<file path="config.mk">
export PLATFORM = sky130hd
export DESIGN_NAME = bus_status_code_slave_rx
export DESIGN_NICKNAME = d
export VERILOG_FILES = /design/src/bus_status_code_pkg.sv /design/src/bus_status_code_line_sync.sv /design/src/bus_status_code_slave_rx.sv
export SDC_FILE = /design/constraint.sdc
export NUM_CORES = 1
export LEC_CHECK = 0
export ABC_AREA = 1
export BUFFER_PORTS_ARGS = -buffer_cell sky130_fd_sc_hd__buf_2
export CORE_UTILIZATION = 35
export CTS_BUF_LIST = sky130_fd_sc_hd__clkbuf_8
export CTS_CLUSTER_DIAMETER = 80
export CTS_CLUSTER_SIZE = 20
export DETAILED_ROUTE_END_ITERATION = 10
export GPL_TIMING_DRIVEN = 0
export MAX_ROUTING_LAYER = met4
export SLEW_MARGIN = 0
export SYNTH_ARGS = -nofsm -noshare
export SYNTH_HDL_FRONTEND = slang
export SYNTH_SLANG_ARGS = --single-unit
</file>
<file path="constraint.sdc">
create_clock -name clk -period 2.16 [get_ports clk]
set_clock_uncertainty 0.1 [all_clocks]
set_input_delay 0.648 -clock clk [delete_from_list [all_inputs] [get_ports clk]]
set_output_delay 0.648 -clock clk [all_outputs]
set_load 0.005 [all_outputs]
</file>
<file path="src/bus_status_code_pkg.sv">
// Purpose: constants and carrier types for the two-wire slave receiver
// Assumes: 100 MHz system clock, bus pins sampled through synchronisers
// Notes: register offsets are local indices on the plain register port
package bus_status_code_pkg;
    // ************************************************************
    // register map
    // ************************************************************
    localparam logic [2:0] ADDR_SLAVE_MATCH = 3'h0;
    localparam logic [2:0] ADDR_CONTROL = 3'h1;
    localparam logic [2:0] ADDR_STATUS = 3'h2;
    localparam logic [2:0] ADDR_DATA = 3'h3;
    localparam logic [2:0] ADDR_SLEEP = 3'h4;
    localparam logic [7:0] SLAVE_MATCH_RESET = 8'h00;

    // ************************************************************
    // control field positions
    // ************************************************************
    localparam int CTL_INT = 7;
    localparam int CTL_ACK = 6;
    localparam int CTL_STA = 5;
    localparam int CTL_STO = 4;
    localparam int CTL_EN = 2;
    localparam int CTL_IE = 0;

    // ************************************************************
    // status codes, prescaler bits always zero
    // ************************************************************
    localparam logic [7:0] ST_OWN_W = 8'h60;
    localparam logic [7:0] ST_ARB_OWN_W = 8'h68;
    localparam logic [7:0] ST_GCALL = 8'h70;
    localparam logic [7:0] ST_ARB_GCALL = 8'h78;
    localparam logic [7:0] ST_DATA_ACK = 8'h80;
    localparam logic [7:0] ST_DATA_NACK = 8'h88;
    localparam logic [7:0] ST_GDATA_ACK = 8'h90;
    localparam logic [7:0] ST_GDATA_NACK = 8'h98;
    localparam logic [7:0] ST_IDLE = 8'hF8;
    localparam logic [7:0] STATUS_CODE_MASK = 8'hF8;
    localparam logic [6:0] GENERAL_CALL_ADDR = 7'h00;
    localparam logic [3:0] BITS_PER_BYTE = 4'h8;

    // software control fields written through the control register
    typedef struct packed {
        logic interrupt_enable;
        logic interface_enable;
        logic stop_request;
        logic start_request;
        logic acknowledge_enable;
    } bus_status_code_ctl_t;

    // conditions seen on the synchronised bus lines
    typedef struct packed {
        logic start;
        logic stop;
        logic scl_rise;
        logic scl_fall;
        logic sda;
    } bus_status_code_bus_ev_t;
endpackage : bus_status_code_pkg

</file>
<file path="src/bus_status_code_line_sync.sv">
// Purpose: synchronise scl and sda and detect bus edges and conditions
// Assumes: scl and sda come from pins outside the clock domain
// Notes: events are one-cycle pulses on clk
`timescale 1ns/100ps
`default_nettype none
module bus_status_code_line_sync
    import bus_status_code_pkg::*;
(
    input wire logic clk, // system clock
    input wire logic reset_n, // synchronous reset, active low
    input wire logic scl_in, // bus clock pin level
    input wire logic sda_in, // bus data pin level
    output var bus_status_code_bus_ev_t bus_ev // decoded bus events
);
    logic [1:0] scl_meta;
    logic [1:0] sda_meta;
    logic scl_q;
    logic sda_q;

    // three flops each; the second stage is compared against the third
    always_ff @(posedge clk) begin
        if (!reset_n) begin
            scl_meta <= 2'h3;
            sda_meta <= 2'h3;
            scl_q <= 1'b1;
            sda_q <= 1'b1;
        end else begin
            scl_meta <= {scl_meta[0], scl_in};
            sda_meta <= {sda_meta[0], sda_in};
            scl_q <= scl_meta[1];
            sda_q <= sda_meta[1];
        end
    end

    // start: sda falls while scl high; stop: sda rises while scl high
    always_comb begin
        bus_ev.sda = sda_meta[1];
        bus_ev.scl_rise = scl_meta[1] & ~scl_q;
        bus_ev.scl_fall = ~scl_meta[1] & scl_q;
        bus_ev.start = scl_meta[1] & scl_q & sda_q & ~sda_meta[1];
        bus_ev.stop = scl_meta[1] & scl_q & ~sda_q & sda_meta[1];
    end
endmodule : bus_status_code_line_sync
`default_nettype wire

</file>
<file path="src/bus_status_code_slave_rx.sv">
// Purpose: two-wire slave receiver with software status handshake
// Assumes: external master; registers on a plain one-cycle port
// Notes: clock stretching while the interrupt flag is set
//
// Added by the designer: the address map and the strobed register port.
`timescale 1ns/100ps
`default_nettype none

module bus_status_code_slave_rx
    import bus_status_code_pkg::*;
(
    input wire logic clk, // system clock
    input wire logic reset_n, // synchronous reset, active low
    input wire logic [2:0] reg_addr, // register index
    input wire logic [7:0] reg_wdata, // write data
    input wire logic reg_write, // write strobe
    input wire logic reg_read, // read strobe
    output logic [7:0] reg_rdata, // read data, cycle after strobe
    input wire logic scl_in, // bus clock pin
    input wire logic sda_in, // bus data pin
    output logic scl_oe, // drive scl low when high
    output logic sda_oe, // drive sda low when high
    input wire logic arb_lost, // own master lost arbitration, pulse
    input wire logic deep_sleep, // clocks to the interface are off
    output logic wake_req, // wake the part after address match
    output logic irq // interrupt flag gated by enable
);
    typedef enum logic [4:0] {
        S_IDLE = 5'b00001,
        S_ADDR = 5'b00010,
        S_AACK = 5'b00100,
        S_DATA = 5'b01000,
        S_DACK = 5'b10000
    } bus_status_code_state_t;

    // ************************************************************
    // state and software-visible registers
    // ************************************************************
    bus_status_code_bus_ev_t ev;
    bus_status_code_state_t state;
    bus_status_code_ctl_t ctl;
    logic [7:0] slave_address_match;
    logic interrupt_flag;
    logic [7:0] bus_status_code;
    logic [7:0] bus_data_byte;
    logic [7:0] shift;
    logic [3:0] bit_cnt;
    logic arb_pending;
    logic gcall;
    logic ack_bit;
    logic [7:0] next_status;

    // ************************************************************
    // pin synchroniser
    // ************************************************************
    bus_status_code_line_sync u_sync (
        .clk(clk),
        .reset_n(reset_n),
        .scl_in(scl_in),
        .sda_in(sda_in),
        .bus_ev(ev)
    );

    // address compare, used for own and general call
    function automatic logic [1:0] addr_hit(input logic [7:0] a,
                                           input logic [7:0] m);
        addr_hit[1] = (a[7:1] == m[7:1]);
        addr_hit[0] = (a[7:1] == GENERAL_CALL_ADDR) & m[0];
    endfunction : addr_hit

    logic [1:0] hit;
    assign hit = addr_hit(shift, slave_address_match);

    // address byte taken: write direction, ack on, own or general call;
    // shared by the state machine and the flag so the two cannot drift
    function automatic logic addr_accept(input logic [1:0] h,
                                         input logic [7:0] a,
                                         input logic ack_en);
        addr_accept = ack_en && !a[0] && (h[1] || h[0]);
    endfunction : addr_accept

    // ************************************************************
    // register writes
    // ************************************************************
    // software setup; start/stop kept as written, unused by receiver
    always_ff @(posedge clk) begin
        if (!reset_n) begin
            slave_address_match <= SLAVE_MATCH_RESET;
            ctl <= '0;
        end else if (reg_write && reg_addr == ADDR_SLAVE_MATCH) begin
            slave_address_match <= reg_wdata;
        end else if (reg_write && reg_addr == ADDR_CONTROL) begin
            ctl.acknowledge_enable <= reg_wdata[CTL_ACK];
            ctl.start_request <= reg_wdata[CTL_STA];
            ctl.stop_request <= reg_wdata[CTL_STO];
            ctl.interface_enable <= reg_wdata[CTL_EN];
            ctl.interrupt_enable <= reg_wdata[CTL_IE];
        end
    end

    // arbitration loss remembered until the ack slot of an accepted address ends
    // a stop leaves it set; only an accepted address consumes it
    always_ff @(posedge clk) begin
        if (!reset_n) begin
            arb_pending <= 1'b0;
        end else if (arb_lost) begin
            arb_pending <= 1'b1;
        end else if (state == S_AACK && ev.scl_fall) begin
            arb_pending <= 1'b0;
        end
    end

    // ************************************************************
    // bus state machine
    // ************************************************************
    // bit shifting on scl rising edges, freezes while flag set
    always_ff @(posedge clk) begin
        if (!reset_n || !ctl.interface_enable) begin
            state <= S_IDLE;
            shift <= 8'h00;
            bit_cnt <= 4'h0;
            gcall <= 1'b0;
            ack_bit <= 1'b0;
        end else if (ev.stop) begin
            state <= S_IDLE;
        end else if (ev.start) begin
            state <= S_ADDR;
            bit_cnt <= 4'h0;
        end else begin
            unique case (state)
                S_IDLE: begin
                    bit_cnt <= 4'h0;
                end
                S_ADDR, S_DATA: begin
                    if (ev.scl_rise) begin
                        shift <= {shift[6:0], ev.sda};
                        bit_cnt <= bit_cnt + 4'h1;
                    end else if (ev.scl_fall && bit_cnt == BITS_PER_BYTE) begin
                        bit_cnt <= 4'h0;
                        if (state == S_ADDR) begin
                            // no ack while disabled; bus still watched
                            if (addr_accept(hit, shift,
                                            ctl.acknowledge_enable)) begin
                                gcall <= ~hit[1];
                                state <= S_AACK;
                            end else begin
                                state <= S_IDLE;
                            end
                        end else begin
                            ack_bit <= ctl.acknowledge_enable;
                            state <= S_DACK;
                        end
                    end
                end
                S_AACK, S_DACK: begin
                    // leave ack slot on next fall, once flag released
                    if (ev.scl_fall && !interrupt_flag) begin
                        state <= (state == S_DACK && !ack_bit) ?
                                 S_IDLE : S_DATA;
                    end
                end
                default: state <= S_IDLE;
            endcase
        end
    end

    // ************************************************************
    // status codes
    // ************************************************************
    // status codes for each completed phase
    always_comb begin
        next_status = bus_status_code;
        if (state == S_ADDR) begin
            if (hit[1]) begin
                next_status = arb_pending ? ST_ARB_OWN_W : ST_OWN_W;
            end else begin
                next_status = arb_pending ? ST_ARB_GCALL : ST_GCALL;
            end
        end else if (state == S_DATA) begin
            if (gcall) begin
                next_status = ctl.acknowledge_enable ? ST_GDATA_ACK :
                              ST_GDATA_NACK;
            end else begin
                next_status = ctl.acknowledge_enable ? ST_DATA_ACK :
                              ST_DATA_NACK;
            end
        end
    end

    // ************************************************************
    // interrupt flag and data
    // ************************************************************
    // a byte is done on the fall that ends its eighth bit
    logic byte_done;
    assign byte_done = ev.scl_fall && bit_cnt == BITS_PER_BYTE &&
                       ((state == S_ADDR &&
                         addr_accept(hit, shift, ctl.acknowledge_enable)) ||
                        state == S_DATA);

    // write of one clears the flag; a set in the same cycle wins so
    // that a byte finishing under a late clear is never lost
    always_ff @(posedge clk) begin
        if (!reset_n) begin
            interrupt_flag <= 1'b0;
            bus_status_code <= ST_IDLE;
            bus_data_byte <= 8'h00;
        end else if (byte_done && ctl.interface_enable) begin
            interrupt_flag <= 1'b1;
            bus_status_code <= next_status & STATUS_CODE_MASK;
            // after a wake the shift is clocked by slow logic; no promise
            if (state == S_DATA) begin
                bus_data_byte <= shift;
            end
        end else if (reg_write && reg_addr == ADDR_CONTROL &&
                     reg_wdata[CTL_INT]) begin
            interrupt_flag <= 1'b0;
            // nothing pending once software has taken the code
            bus_status_code <= ST_IDLE;
        end
    end

    // ************************************************************
    // pin drive and outputs
    // ************************************************************
    // ack drives sda low through the whole ack slot
    always_ff @(posedge clk) begin
        if (!reset_n) begin
            sda_oe <= 1'b0;
        end else begin
            sda_oe <= (state == S_AACK) ||
                      (state == S_DACK && ack_bit);
        end
    end

    // flag holds scl low in the ack slot so the master waits for
    // software; a slow wake therefore blocks the whole bus meanwhile
    always_ff @(posedge clk) begin
        if (!reset_n) begin
            scl_oe <= 1'b0;
        end else begin
            scl_oe <= interrupt_flag &&
                      (state == S_AACK || state == S_DACK);
        end
    end

    // wake whenever the flag is set while asleep, never on bus noise
    always_ff @(posedge clk) begin
        if (!reset_n) begin
            wake_req <= 1'b0;
        end else begin
            wake_req <= deep_sleep && interrupt_flag;
        end
    end

    // interrupt line follows the flag when software enabled it
    always_ff @(posedge clk) begin
        if (!reset_n) begin
            irq <= 1'b0;
        end else begin
            irq <= interrupt_flag && ctl.interrupt_enable;
        end
    end

    // read data one cycle after the strobe, zero elsewhere
    // unmapped indices read zero so probing software sees no junk
    always_ff @(posedge clk) begin
        if (!reset_n || !reg_read) begin
            reg_rdata <= 8'h00;
        end else begin
            unique case (reg_addr)
                ADDR_SLAVE_MATCH: reg_rdata <= slave_address_match;
                ADDR_CONTROL: reg_rdata <= {interrupt_flag,
                    ctl.acknowledge_enable, ctl.start_request,
                    ctl.stop_request, 1'b0, ctl.interface_enable, 1'b0,
                    ctl.interrupt_enable};
                ADDR_STATUS: reg_rdata <= bus_status_code;
                ADDR_DATA: reg_rdata <= bus_data_byte;
                ADDR_SLEEP: reg_rdata <= {7'h00, deep_sleep};
                default: reg_rdata <= 8'h00;
            endcase
        end
    end
endmodule : bus_status_code_slave_rx
`default_nettype wire

</file>
### After elaboration in Yosys (flattened, before gate mapping)

Index checks and enable logic that the tools add are counted.

| word-level totals | value |
|---|---|
| register bits | 65 |
| bits in latches | 0 |
| bits in writable memories | 0 |
| ROM bits | 0 |
| bits of input ports | 19 |
| output and inout port bits | 12 |
| logic and storage cells | 138 |
| memories kept | 0 |

| operators by class | value |
|---|---|
| add/subtract/negate cells | 1 |
| $mul | 0 |
| div/mod/pow operators | 0 |
| $lt $le $gt $ge | 0 |
| equality and inequality tests | 20 |
| shift operators | 0 |
| mux-type cells | 27 |
| bitwise logic cells | 19 |
| reduce and logical (&&, ||, !) cells | 46 |

Operator list:

| cell | number |
|---|---|
| one-hot mux 8 bit (5 select lines) | 1 |
| 2-to-1 mux 4 bit | 8 |
| 2-to-1 mux 8 bit | 4 |
| 2-to-1 mux 5 bit | 6 |
| logical AND 1 bit | 16 |
| one-hot mux 5 bit (3 select lines) | 1 |
| AND reduction 4 bit | 3 |
| NOT 1 bit | 11 |
| inequality test 3 bit (second input constant) | 3 |
| AND 1 bit | 8 |
| inequality test 2 bit (second input constant) | 4 |
| one-hot mux 4 bit (2 select lines) | 1 |
| equality test 7 bit | 1 |
| zero test 7 bit | 1 |
| AND reduction 7 bit | 1 |
| equality test 3 x 2 -> 1 bit (second input constant) | 2 |
| zero test 1 bit | 6 |
| logical OR 1 bit | 6 |
| AND reduction 2 bit | 3 |
| AND reduction 6 bit | 1 |
| OR reduction 2 bit | 3 |
| equality test 5 x 1 -> 1 bit (second input constant) | 1 |
| equality test 5 x 2 -> 1 bit (second input constant) | 1 |
| equality test 5 x 3 -> 1 bit (second input constant) | 1 |
| 16 further kinds | 20 |

### Logic depth before layout (Yosys ltp)

Gate-level depths: netlist (run 1).

| logic depth | value |
|---|---|
| depth in word-level cells | 10 |
| mapped depth | 11 |
| gate-level depth less buffers | 11 |

### Modules after synthesis

Synthesis (run 1) repeated with hierarchy kept, for this count alone.

| unflattened totals | value |
|---|---|
| cell total of the unflattened synthesis | 380 |
| area, all modules | 2788.9 sq um |

Modules (own cells, without submodules):

| module | instances | cells an instance | area each (sq um) | sequential area each (sq um) |
|---|---|---|---|---|
| bus_status_code_slave_rx | 1 | 352 | 2582.5 | 1161.1 |
| bus_status_code_line_sync | 1 | 28 | 206.4 | 120.1 |

### Worst setup path before layout (run 1)

OpenSTA, ideal clock, no wires.

| timing path | value |
|---|---|
| kind | in2reg |
| from | input port reg_addr[1] |
| to | register bus_status_code[3] |
| setup time | 123 ps |
| arrival | 1412 ps |
| data required time | 1937 ps |
| slack | 525 ps |
| stages on the path | 6 |
| path buffers | 0 |
| path through | nor3_4 > nand2_4 > inv_1 > nand2_1 > nand4_1 > nand3_1 |

| on the way | value |
|---|---|
| longest elaborated chain between the ends | 5 |

RTL lines:

| item | line | text |
|---|---|---|
| start: declaration | bus_status_code_slave_rx.sv:14 | `input wire logic [2:0] reg_addr,` |
| equality test 3 x 1 -> 1 bit | bus_status_code_slave_rx.sv:214 | `end else if (reg_write && reg_addr == ADDR_CONTROL &&` |
| logical AND 1 bit (2 in a row) | bus_status_code_slave_rx.sv:214 |  |
| nonzero test 2 bit (no source line) | n/a |  |
| AND reduction 2 bit (no source line) | n/a |  |
| end signal: assignment | bus_status_code_slave_rx.sv:209 | `bus_status_code <= next_status & STATUS_CODE_MASK;` |
| end: declaration | bus_status_code_slave_rx.sv:44 | `logic [7:0] bus_status_code;` |

Every way passes these cells.
A chain may end at the register's enable or synchronous reset.

### Worst setup path after layout (run 1)

Ends and elaborated chain as after synthesis.

==> results.sh, run 1 <==
export IMPL_final_common_cell="dfxtp_1"
export IMPL_tns_ns=0
export IMPL_synth_ff_type="dfxtp_1"
export IMPL_drt_antenna_violating_nets=0
export IMPL_period_share_pct=80.8
export IMPL_clockBufferDepth=2
export IMPL_leakagePower_nw=1.46
export IMPL_worstMarginPinSlew_ns=0.456
export IMPL_finalSetupViolations=0
export IMPL_hold_buffers=0
export IMPL_drive_gt1_share_pct=21.7
export IMPL_setup_worst_path_class="input pin to register"
export IMPL_drtIter0Drc=110
export IMPL_start_util_pct=36.6
export IMPL_routed_wirelength_um=6680
export IMPL_yosysSeqAreaShare_pct=44.9
export IMPL_cts_resized=0
export IMPL_clkLatencyLatePin_ns=0.34
export IMPL_cts_tree="done"
export IMPL_synth_nets=381
export IMPL_drv_slew=0
export IMPL_grt_start_max_net_pins=11
export IMPL_ir_drop_uv=226
export IMPL_routed_via_count=2538
export IMPL_synth_edf_count=0
export IMPL_critPathLaunchType="input pin"
export IMPL_die_h_um=92.3
export IMPL_vias_per_cell=5.01
export IMPL_fin_util_pct=42.4
export IMPL_finalCriticalPeriod_ns=1.74
export IMPL_antenna_found_initial=0
export IMPL_grt_overflow=0
export IMPL_ys_warn_count=0
export IMPL_crit_arrival_ns=1.92
export IMPL_clock_sinks=64
export IMPL_synth_cell_type_count=40
export IMPL_row_count=32
export IMPL_outcome="completed"
export IMPL_fmax_mhz=573
export IMPL_grt_usage_pct=17.4
export IMPL_clk_pin_slew_ns=0.07
export IMPL_min_path_type="register to register"
export IMPL_grt_pass1_wl_um=11200
export IMPL_die_area_um2=8530
export IMPL_hold_violations=0
export IMPL_fp_dieW_um=92.3
export IMPL_cp_required_ns=2.34
export IMPL_first_global_vias=2351
export IMPL_synth_area_per_cell_um2=7.93
export IMPL_relSlewSlack_pct=69.6
export IMPL_end_kind="register"
export IMPL_syn_to_final_growth_pct=15.8
export IMPL_drc=0
export IMPL_cts_setup_buffers=0
export IMPL_postLayoutCellArea_um2=3310
export IMPL_whs_ns=0.313
export IMPL_power_w=0.00225
export IMPL_cts_buffers=9
export IMPL_syn_inst=360
export IMPL_yosys_register_bits=64
export IMPL_insertedDiodeCount=0
export IMPL_pin_count=31
export IMPL_cts_root_buffer="clkbuf_8"
export IMPL_synth_async_reset_ratio_pct=0
export IMPL_cap_violations=0
export IMPL_fin_nets=422
export IMPL_first_pass_iters=5
export IMPL_dp_hpwl_um=5060
export IMPL_worstPathMaxFanout=9
export IMPL_rsz0062_at_grt="no"
export IMPL_core_area_um2=7810
export IMPL_ctsHtreeMaxLevel=3
export IMPL_portBuffers=30
export IMPL_gp_congestion=0.837
export IMPL_placed_cell_area_um2=3130
export IMPL_netlist_area_um2=2860
export IMPL_cellPowerDensity_nw_per_um2=680
export IMPL_wire_per_inst_um=13.2
export IMPL_final_cell_mix="dfxtp_1 (64), nand2_1 (60), inv_1 (46), a21oi_1 (40), buf_2 (32)"
registers in the layout (all words and copies together), names as in the netlist, 2 cells and up:
register,flops
reg_rdata,8
state,5
u_sync.scl_meta,2
bus_status_code,4
u_sync.sda_meta,2
slave_address_match,8
bus_data_byte,8
bit_cnt,4
shift,8
ctl,5
cell type report:
cell class | count | area, um^2
repair buffers | 30 | 150
multi-input cells | 235 | 1330
clock inverters | 4 | 21.3
well taps | 102 | 128
fillers | 827 | 4500
clock buffers | 11 | 151
flip-flops and latches | 64 | 1280
inverters | 55 | 209
plain buffers | 6 | 40.0
worst max-delay path, cell delays in order:
cell and delay, ns:
buf_2 0.13, nor3_4 0.39, nand2_4 0.15, inv_1 0.12, nand2_1 0.17, nand3_2 0.14
nand3_1 0.08, nand3_1 0.08
routing by layer:
metal,global-route usage (%),part of all wire (%),vias to the layer above
li1,-,-,1274
met1,22.9,48,1180
met2,25.7,46,64
met3,3.94,4.1,20
met4,7.55,2.8,0
met5,-,0,-
final timing paths:
check | from | end | slack (ns) | cells after the start
hold reg to reg | u_sync.scl_meta[0] | u_sync.scl_meta[1] | 0.31 | 1
setup reg to reg | bit_cnt[0] | bus_status_code[3] | 0.52 | 10
hold / removal | u_sync.scl_meta[0] | u_sync.scl_meta[1] | 0.31 | 1
setup / recovery | reg_addr[1] | bus_status_code[3] | 0.42 | 8
metrics by stage:
step | setup WS, ns | std cells
floorplan | 0.525 | 360
CTS | 0.442 | 507
global route | 0.348 | 507
finish | 0.416 | 507
detailed placement | 0.119 | 492
global placement | 0.115 | 492
logic make-up (layout without fill, tap and decap cells):
| group | count (synthesis) | in the layout | share of synthesized area [%] |
|---|---|---|---|
| fa+ha+maj | 2 | 2 | 0.876 |
| buf+inv | 61 | 106 | 8.72 |
| compound gates | 90 | 90 | 18.2 |
| simple gates | 141 | 141 | 26.8 |
| xor+xnor | 2 | 2 | 0.613 |
| flops | 64 | 64 | 44.9 |
report_power, final:
part           total [W]  switching [W]  internal (W)
clock           0.000910       0.000446      0.000464
sequential       0.00121      0.0000120       0.00120
combinational   0.000129      0.0000836     0.0000459
Yosys cell counts, types with 2 or more instances:
library cell | instances | area [um^2]
nor2_4 | 4 | 45.0
a221oi_1 | 5 | 43.8
ha_1 | 2 | 25.0
clkbuf_1 | 2 | 7.51
nor3_4 | 2 | 32.5
buf_2 | 2 | 10.0
o21ai_2 | 3 | 26.3
nor2_8 | 2 | 40.0
o21ai_0 | 25 | 125
nand2_1 | 60 | 225
a21oi_1 | 40 | 200
nand4_1 | 8 | 50.1
a21oi_2 | 2 | 17.5
dfxtp_1 | 64 | 1280
nand3_1 | 19 | 95.1
nor2_1 | 29 | 109
nand2_4 | 3 | 33.8
inv_1 | 45 | 169
or2_2 | 5 | 31.3
nand3_2 | 3 | 30.0
o21ai_1 | 7 | 35.0
buf_6 | 2 | 22.5
inv_2 | 9 | 33.8
Power figures use the tool's default switching activity.
==> inputs of run 2 (changes only) <==
==> constraint.sdc (replaced) <==
create_clock -name clk -period 1.4 [get_ports clk]
set_clock_uncertainty 0.1 [all_clocks]
set_input_delay 0.42 -clock clk [delete_from_list [all_inputs] [get_ports clk]]
set_output_delay 0.42 -clock clk [all_outputs]
set_load 0.005 [all_outputs]
==> results.sh, run 2 (same netlist as run 1, synthesis figures left out) <==
export IMPL_drv_slew=0
export IMPL_cts_buffers=9
export IMPL_crit_path_start="bit_cnt[0]"
export IMPL_regToRegStartpoint="bit_cnt[0]"
export IMPL_tns_ns=-2.27
export IMPL_cellPowerDensity_nw_per_um2=983
export IMPL_core_area_um2=7810
export IMPL_path_common_cell="inv_4"
export IMPL_start_util_pct=36.6
export IMPL_fin_nets=447
export IMPL_grt_usage_pct=19.5
export IMPL_placed_cells=492
export IMPL_worstPathMaxFanout=6
export IMPL_die_h_um=92.3
export IMPL_clock_sinks=64
export IMPL_leakagePower_nw=1.63
export IMPL_ir_drop_uv=382
export IMPL_finalSetupViolations=32
export IMPL_outcome="complete, but fails checks"
export IMPL_cts_tree="done"
export IMPL_end_kind="register"
export IMPL_drc=0
export IMPL_clkLatencyLatePin_ns=0.35
export IMPL_postLayoutCellArea_um2=3830
export IMPL_first_global_vias=2577
export IMPL_cpPeakStageDelay_ns=0.37
export IMPL_worstMarginPinSlew_ns=0.424
export IMPL_pre_cts_slack_ns=-0.381
export IMPL_fp_dieW_um=92.3
export IMPL_routed_via_count=2632
export IMPL_grt_start_max_net_pins=13
export IMPL_setup_worst_path_class="register to register"
export IMPL_drive_gt1_share_pct=44.1
export IMPL_wire_per_inst_um=13.8
export IMPL_syn_to_final_growth_pct=34.2
export IMPL_timing_final_ws_setup_ns=-0.125
export IMPL_portBuffers=30
export IMPL_finalCriticalPeriod_ns=1.52
export IMPL_critPathLaunchType="register"
export IMPL_hp_start="scl_in"
export IMPL_slowest_stage="dfxtp_4"
export IMPL_fmax_mhz=656
export IMPL_grt_overflow=0
export IMPL_rsz0062_at_grt="yes"
export IMPL_cp_required_ns=1.60
export IMPL_crit_arrival_ns=1.72
export IMPL_antenna_found_initial=0
export IMPL_min_path_type="input pin to register"
export IMPL_clockBufferDepth=2
export IMPL_hold_violations=0
export IMPL_row_count=32
export IMPL_ctsHtreeMaxLevel=3
export IMPL_fin_cells=533
export IMPL_clk_pin_slew_ns=0.08
export IMPL_routed_wirelength_um=7380
export IMPL_fin_util_pct=49.1
export IMPL_period_share_pct=109
export IMPL_cap_violations=0
export IMPL_gp_congestion=0.833
export IMPL_violations="negative setup slack"
export IMPL_final_common_cell="nand2_1"
export IMPL_die_area_um2=8530
export IMPL_vias_per_cell=4.94
export IMPL_pin_count=31
export IMPL_drtIter0Drc=131
export IMPL_placed_cell_area_um2=3160
export IMPL_first_pass_iters=4
export IMPL_drt_antenna_violating_nets=0
export IMPL_final_cell_mix="nand2_1 (51), dfxtp_1 (44), buf_2 (32), inv_1 (31), a21oi_1 (29)"
export IMPL_relSlewSlack_pct=71.8
export IMPL_worstPathCellList="inv_4 -> ha_4 -> nand4_4 -> inv_4 -> nand2_8 -> nor2_8 -> buf_6 -> o21ai_2 -> a21oi_2"
export IMPL_cts_root_buffer="clkbuf_8"
export IMPL_insertedDiodeCount=0
export IMPL_grt_pass1_wl_um=12400
export IMPL_dp_hpwl_um=5050
-- run 2: changes by cell type in the layout (fill, tap and decap cells not counted), moves of 11 or more --
cell | previous run | this run
dfxtp_1 | 64 | 44
buf_4 | 0 | 17
dfxtp_2 | 0 | 17
inv_1 | 46 | 31
a21oi_1 | 40 | 29
a21oi_2 | 2 | 13
-- run 2: path summary, 6_finish.rpt --
path                                            to  slack, ns  cells past startpoint
worst min register to register  u_sync.sda_meta[1]       0.31                      1
worst min-delay path            u_sync.scl_meta[0]       0.16                      2
worst max-delay path              bus_data_byte[6]      -0.12                      9
worst max register to register    bus_data_byte[6]      -0.12                      9
-- run 2: layout make-up --
cell class	count	area [um^2]
Timing Repair Buffer	54	365
Multi-Input combinational cell	236	1550
Fill cell	766	3980
Clock buffer	10	138
Buffer	6	41.3
Clock inverter	6	67.6
Inverter	55	226
Tap cell	102	128
Sequential cell	64	1310
-- run 2: per-stage QoR --
step,hold WS (ns),power (W)
2_1_floorplan,0.293,0.00203
4_1_cts,0.150,0.00375
5_1_grt,0.160,0.00390
3_5_place_dp,0.298,0.00211
3_3_place_gp,0.294,0.00211
6_report,0.157,0.00377
-- run 2: where the power goes --
part / total (W) / switching (W) / internal (W)
Combinational: 0.000239 / 0.000148 / 0.0000907
Clock: 0.00167 / 0.000790 / 0.000876
Sequential: 0.00186 / 0.0000196 / 0.00184
-- run 2: layer usage --
layer / vias up / GRT usage, % / part of all wire, %
met5: - / - / 0
met4: 0 / 10.4 / 3.3
met3: 17 / 4.35 / 4.2
met2: 51 / 29.1 / 46
met1: 1231 / 24.5 / 47
li1: 1333 / - / -
-- run 2: worst max-delay path, delay by kind of cell (launching register included) --
kind            cells  cell delay [ns]
compound gates      2             0.16
fa+ha+maj           1             0.13
buf+inv             3             0.32
flops               1             0.37
simple gates        3             0.38
-- run 2: repair_timing --
item,CTS,global route
cloned,3,0
hold buffers,0,0
endpoints found under the setup margin,35,40
pin swaps,13,32
gates resized for setup,47,52
endpoints found under the hold margin,0,0
buffers inserted,15,7
==> inputs of run 3 (changes only) <==
--- a/config.mk
+++ b/config.mk
@@ -6,12 +6,13 @@
 export NUM_CORES = 1
 export LEC_CHECK = 0
 export ABC_AREA = 1
-export BUFFER_PORTS_ARGS = -buffer_cell sky130_fd_sc_hd__buf_2
+export CORE_MARGIN = 8
 export CORE_UTILIZATION = 35
 export CTS_BUF_LIST = sky130_fd_sc_hd__clkbuf_8
 export CTS_CLUSTER_DIAMETER = 80
 export CTS_CLUSTER_SIZE = 20
 export DETAILED_ROUTE_END_ITERATION = 10
+export DONT_BUFFER_PORTS = 1
 export GPL_TIMING_DRIVEN = 0
 export MAX_ROUTING_LAYER = met4
 export SLEW_MARGIN = 0
==> constraint.sdc (replaced) <==
create_clock -name clk -period 1.3 [get_ports clk]
set_clock_uncertainty 0.1 [all_clocks]
set_input_delay 0.39 -clock clk [delete_from_list [all_inputs] [get_ports clk]]
set_output_delay 0.39 -clock clk [all_outputs]
set_load 0.005 [all_outputs]
==> results.sh, run 3 (same netlist as run 1, synthesis figures left out) <==
export IMPL_outcome="complete, but fails checks"
export IMPL_violations="negative setup slack"
export IMPL_fin_nets=424
export IMPL_whs_ns=0.0412
export IMPL_clockBufferDepth=2
export IMPL_power_w=0.00419
export IMPL_portBuffers=0
export IMPL_leakagePower_nw=1.55
export IMPL_timing_final_ws_setup_ns=-0.241
export IMPL_grt_pass1_wl_um=12700
export IMPL_first_global_vias=2517
export IMPL_insertedDiodeCount=0
export IMPL_final_common_cell="nand2_1"
export IMPL_cpPeakStageDelay_ns=0.37
export IMPL_setup_worst_path_class="register to register"
export IMPL_wire_per_inst_um=15.2
export IMPL_min_path_type="input pin to register"
export IMPL_die_area_um2=11300
export IMPL_regToRegStartpoint="state[0]"
export IMPL_die_h_um=106
export IMPL_worstPathMaxFanout=5
export IMPL_crit_family="simple AND/OR/NAND/NOR gates"
export IMPL_routed_via_count=2588
export IMPL_cp_depth=10
export IMPL_fp_dieW_um=106
export IMPL_cts_tree="done"
export IMPL_routed_wirelength_um=7790
export IMPL_critPathLaunchType="register"
export IMPL_fmax_mhz=649
export IMPL_pin_count=31
export IMPL_core_area_um2=8050
export IMPL_cp_required_ns=1.48
export IMPL_end_kind="register"
export IMPL_first_pass_iters=4
export IMPL_grt_start_max_net_pins=14
export IMPL_drt_antenna_violating_nets=0
export IMPL_crit_path_start="state[0]"
export IMPL_cp_num_buf_inv=2
export IMPL_worstMarginPinSlew_ns=0.496
export IMPL_row_count=33
export IMPL_cellPowerDensity_nw_per_um2=1110
export IMPL_clock_sinks=64
export IMPL_hp_start="deep_sleep"
export IMPL_final_cell_mix="nand2_1 (50), dfxtp_1 (44), inv_1 (30), a21oi_1 (30)"
export IMPL_crit_arrival_ns=1.72
export IMPL_finalSetupViolations=33
export IMPL_grt_overflow=0
export IMPL_ir_drop_uv=522
export IMPL_tns_ns=-5.18
export IMPL_drc=0
export IMPL_worstPathCellList="nor2_4 -> buf_4 -> nand3_2 -> o21ai_4 -> o21ai_2 -> nand3_4 -> inv_4 -> nand2_2 -> nand2_1 -> a21oi_2"
export IMPL_hold_buffers=0
export IMPL_ctsHtreeMaxLevel=3
export IMPL_hold_violations=0
export IMPL_drv_slew=0
export IMPL_period_share_pct=119
export IMPL_cts_buffers=9
export IMPL_whs_path_depth=2
export IMPL_drive_gt1_share_pct=41.4
export IMPL_cts_root_buffer="clkbuf_8"
export IMPL_dp_hpwl_um=5300
export IMPL_r2r_cells=10
export IMPL_slowest_stage="dfxtp_4"
export IMPL_start_util_pct=35.5
export IMPL_finalCriticalPeriod_ns=1.54
export IMPL_vias_per_cell=5.04
export IMPL_clk_pin_slew_ns=0.09
export IMPL_cap_violations=0
export IMPL_rsz0062_at_grt="yes"
export IMPL_syn_to_final_growth_pct=32.0
export IMPL_gp_congestion=0.856
export IMPL_clkLatencyLatePin_ns=0.35
export IMPL_antenna_found_initial=0
export IMPL_relSlewSlack_pct=67.0
export IMPL_drtIter0Drc=187
export IMPL_grt_usage_pct=14.6
[run 3: changes by cell type in the layout (fill, tap and decap cells not counted), moves of 2 or more]
cell        delta
buf_4          +9
nand3_1        -2
clkinv_4       +2
o21ai_1        +2
o21ai_0        -6
clkinvlp_4     -2
inv_4          -3
buf_2         -31
nand2_4        +2
o21ai_2        +3
inv_2          +4
[run 3: through the flow]
step,worst slack (ns),util [%],cells,area [um^2]
after detailed placement,-0.303,37.9,465,3050
after global routing,-0.337,46.8,513,3770
after floorplan,-0.111,-,360,2920
after global placement,-0.317,37.9,465,3050
after CTS,-0.208,44.4,502,3580
final,-0.241,46.8,513,3770
[run 3: what timing repair did]
action | CTS | global route
endpoints found under the setup margin | 31 | 36
buffers inserted | 18 | 12
gates resized for setup | 40 | 40
pin swaps | 25 | 19
gates cloned | 3 | 0
[run 3: worst paths after layout]
check	endpoint	slack, ns
hold reg to reg	u_sync.sda_meta[1]	0.32
setup reg to reg	state[3]	-0.24
setup / recovery	state[3]	-0.24
hold / removal	wake_req	0.04
[run 3: cell type report]
type                            count  area [um^2]
Buffer                              6         46.3
Multi-Input combinational cell    236         1570
Clock inverter                      7          104
Tap cell                          105          131
Timing Repair Buffer               31          260
Inverter                           55          219
Sequential cell                    64         1310
Fill cell                         769         4280
Clock buffer                        9          124
[run 3: metal layers]
metal | global-route usage (%) | part of all wire (%) | up-vias
met2 | 23.5 | 50 | 66
li1 | - | - | 1294
met4 | 6.23 | 2.8 | 0
met3 | 3.81 | 4.5 | 18
met5 | - | 0 | -
met1 | 16.9 | 42 | 1210
[run 3: power breakdown]
part           leakage (nW)  internal (W)  switching [W]
registers             0.526       0.00199      0.0000229
clock network         0.114       0.00110       0.000871
logic                 0.913     0.0000744       0.000135
total                  1.55       0.00316        0.00103
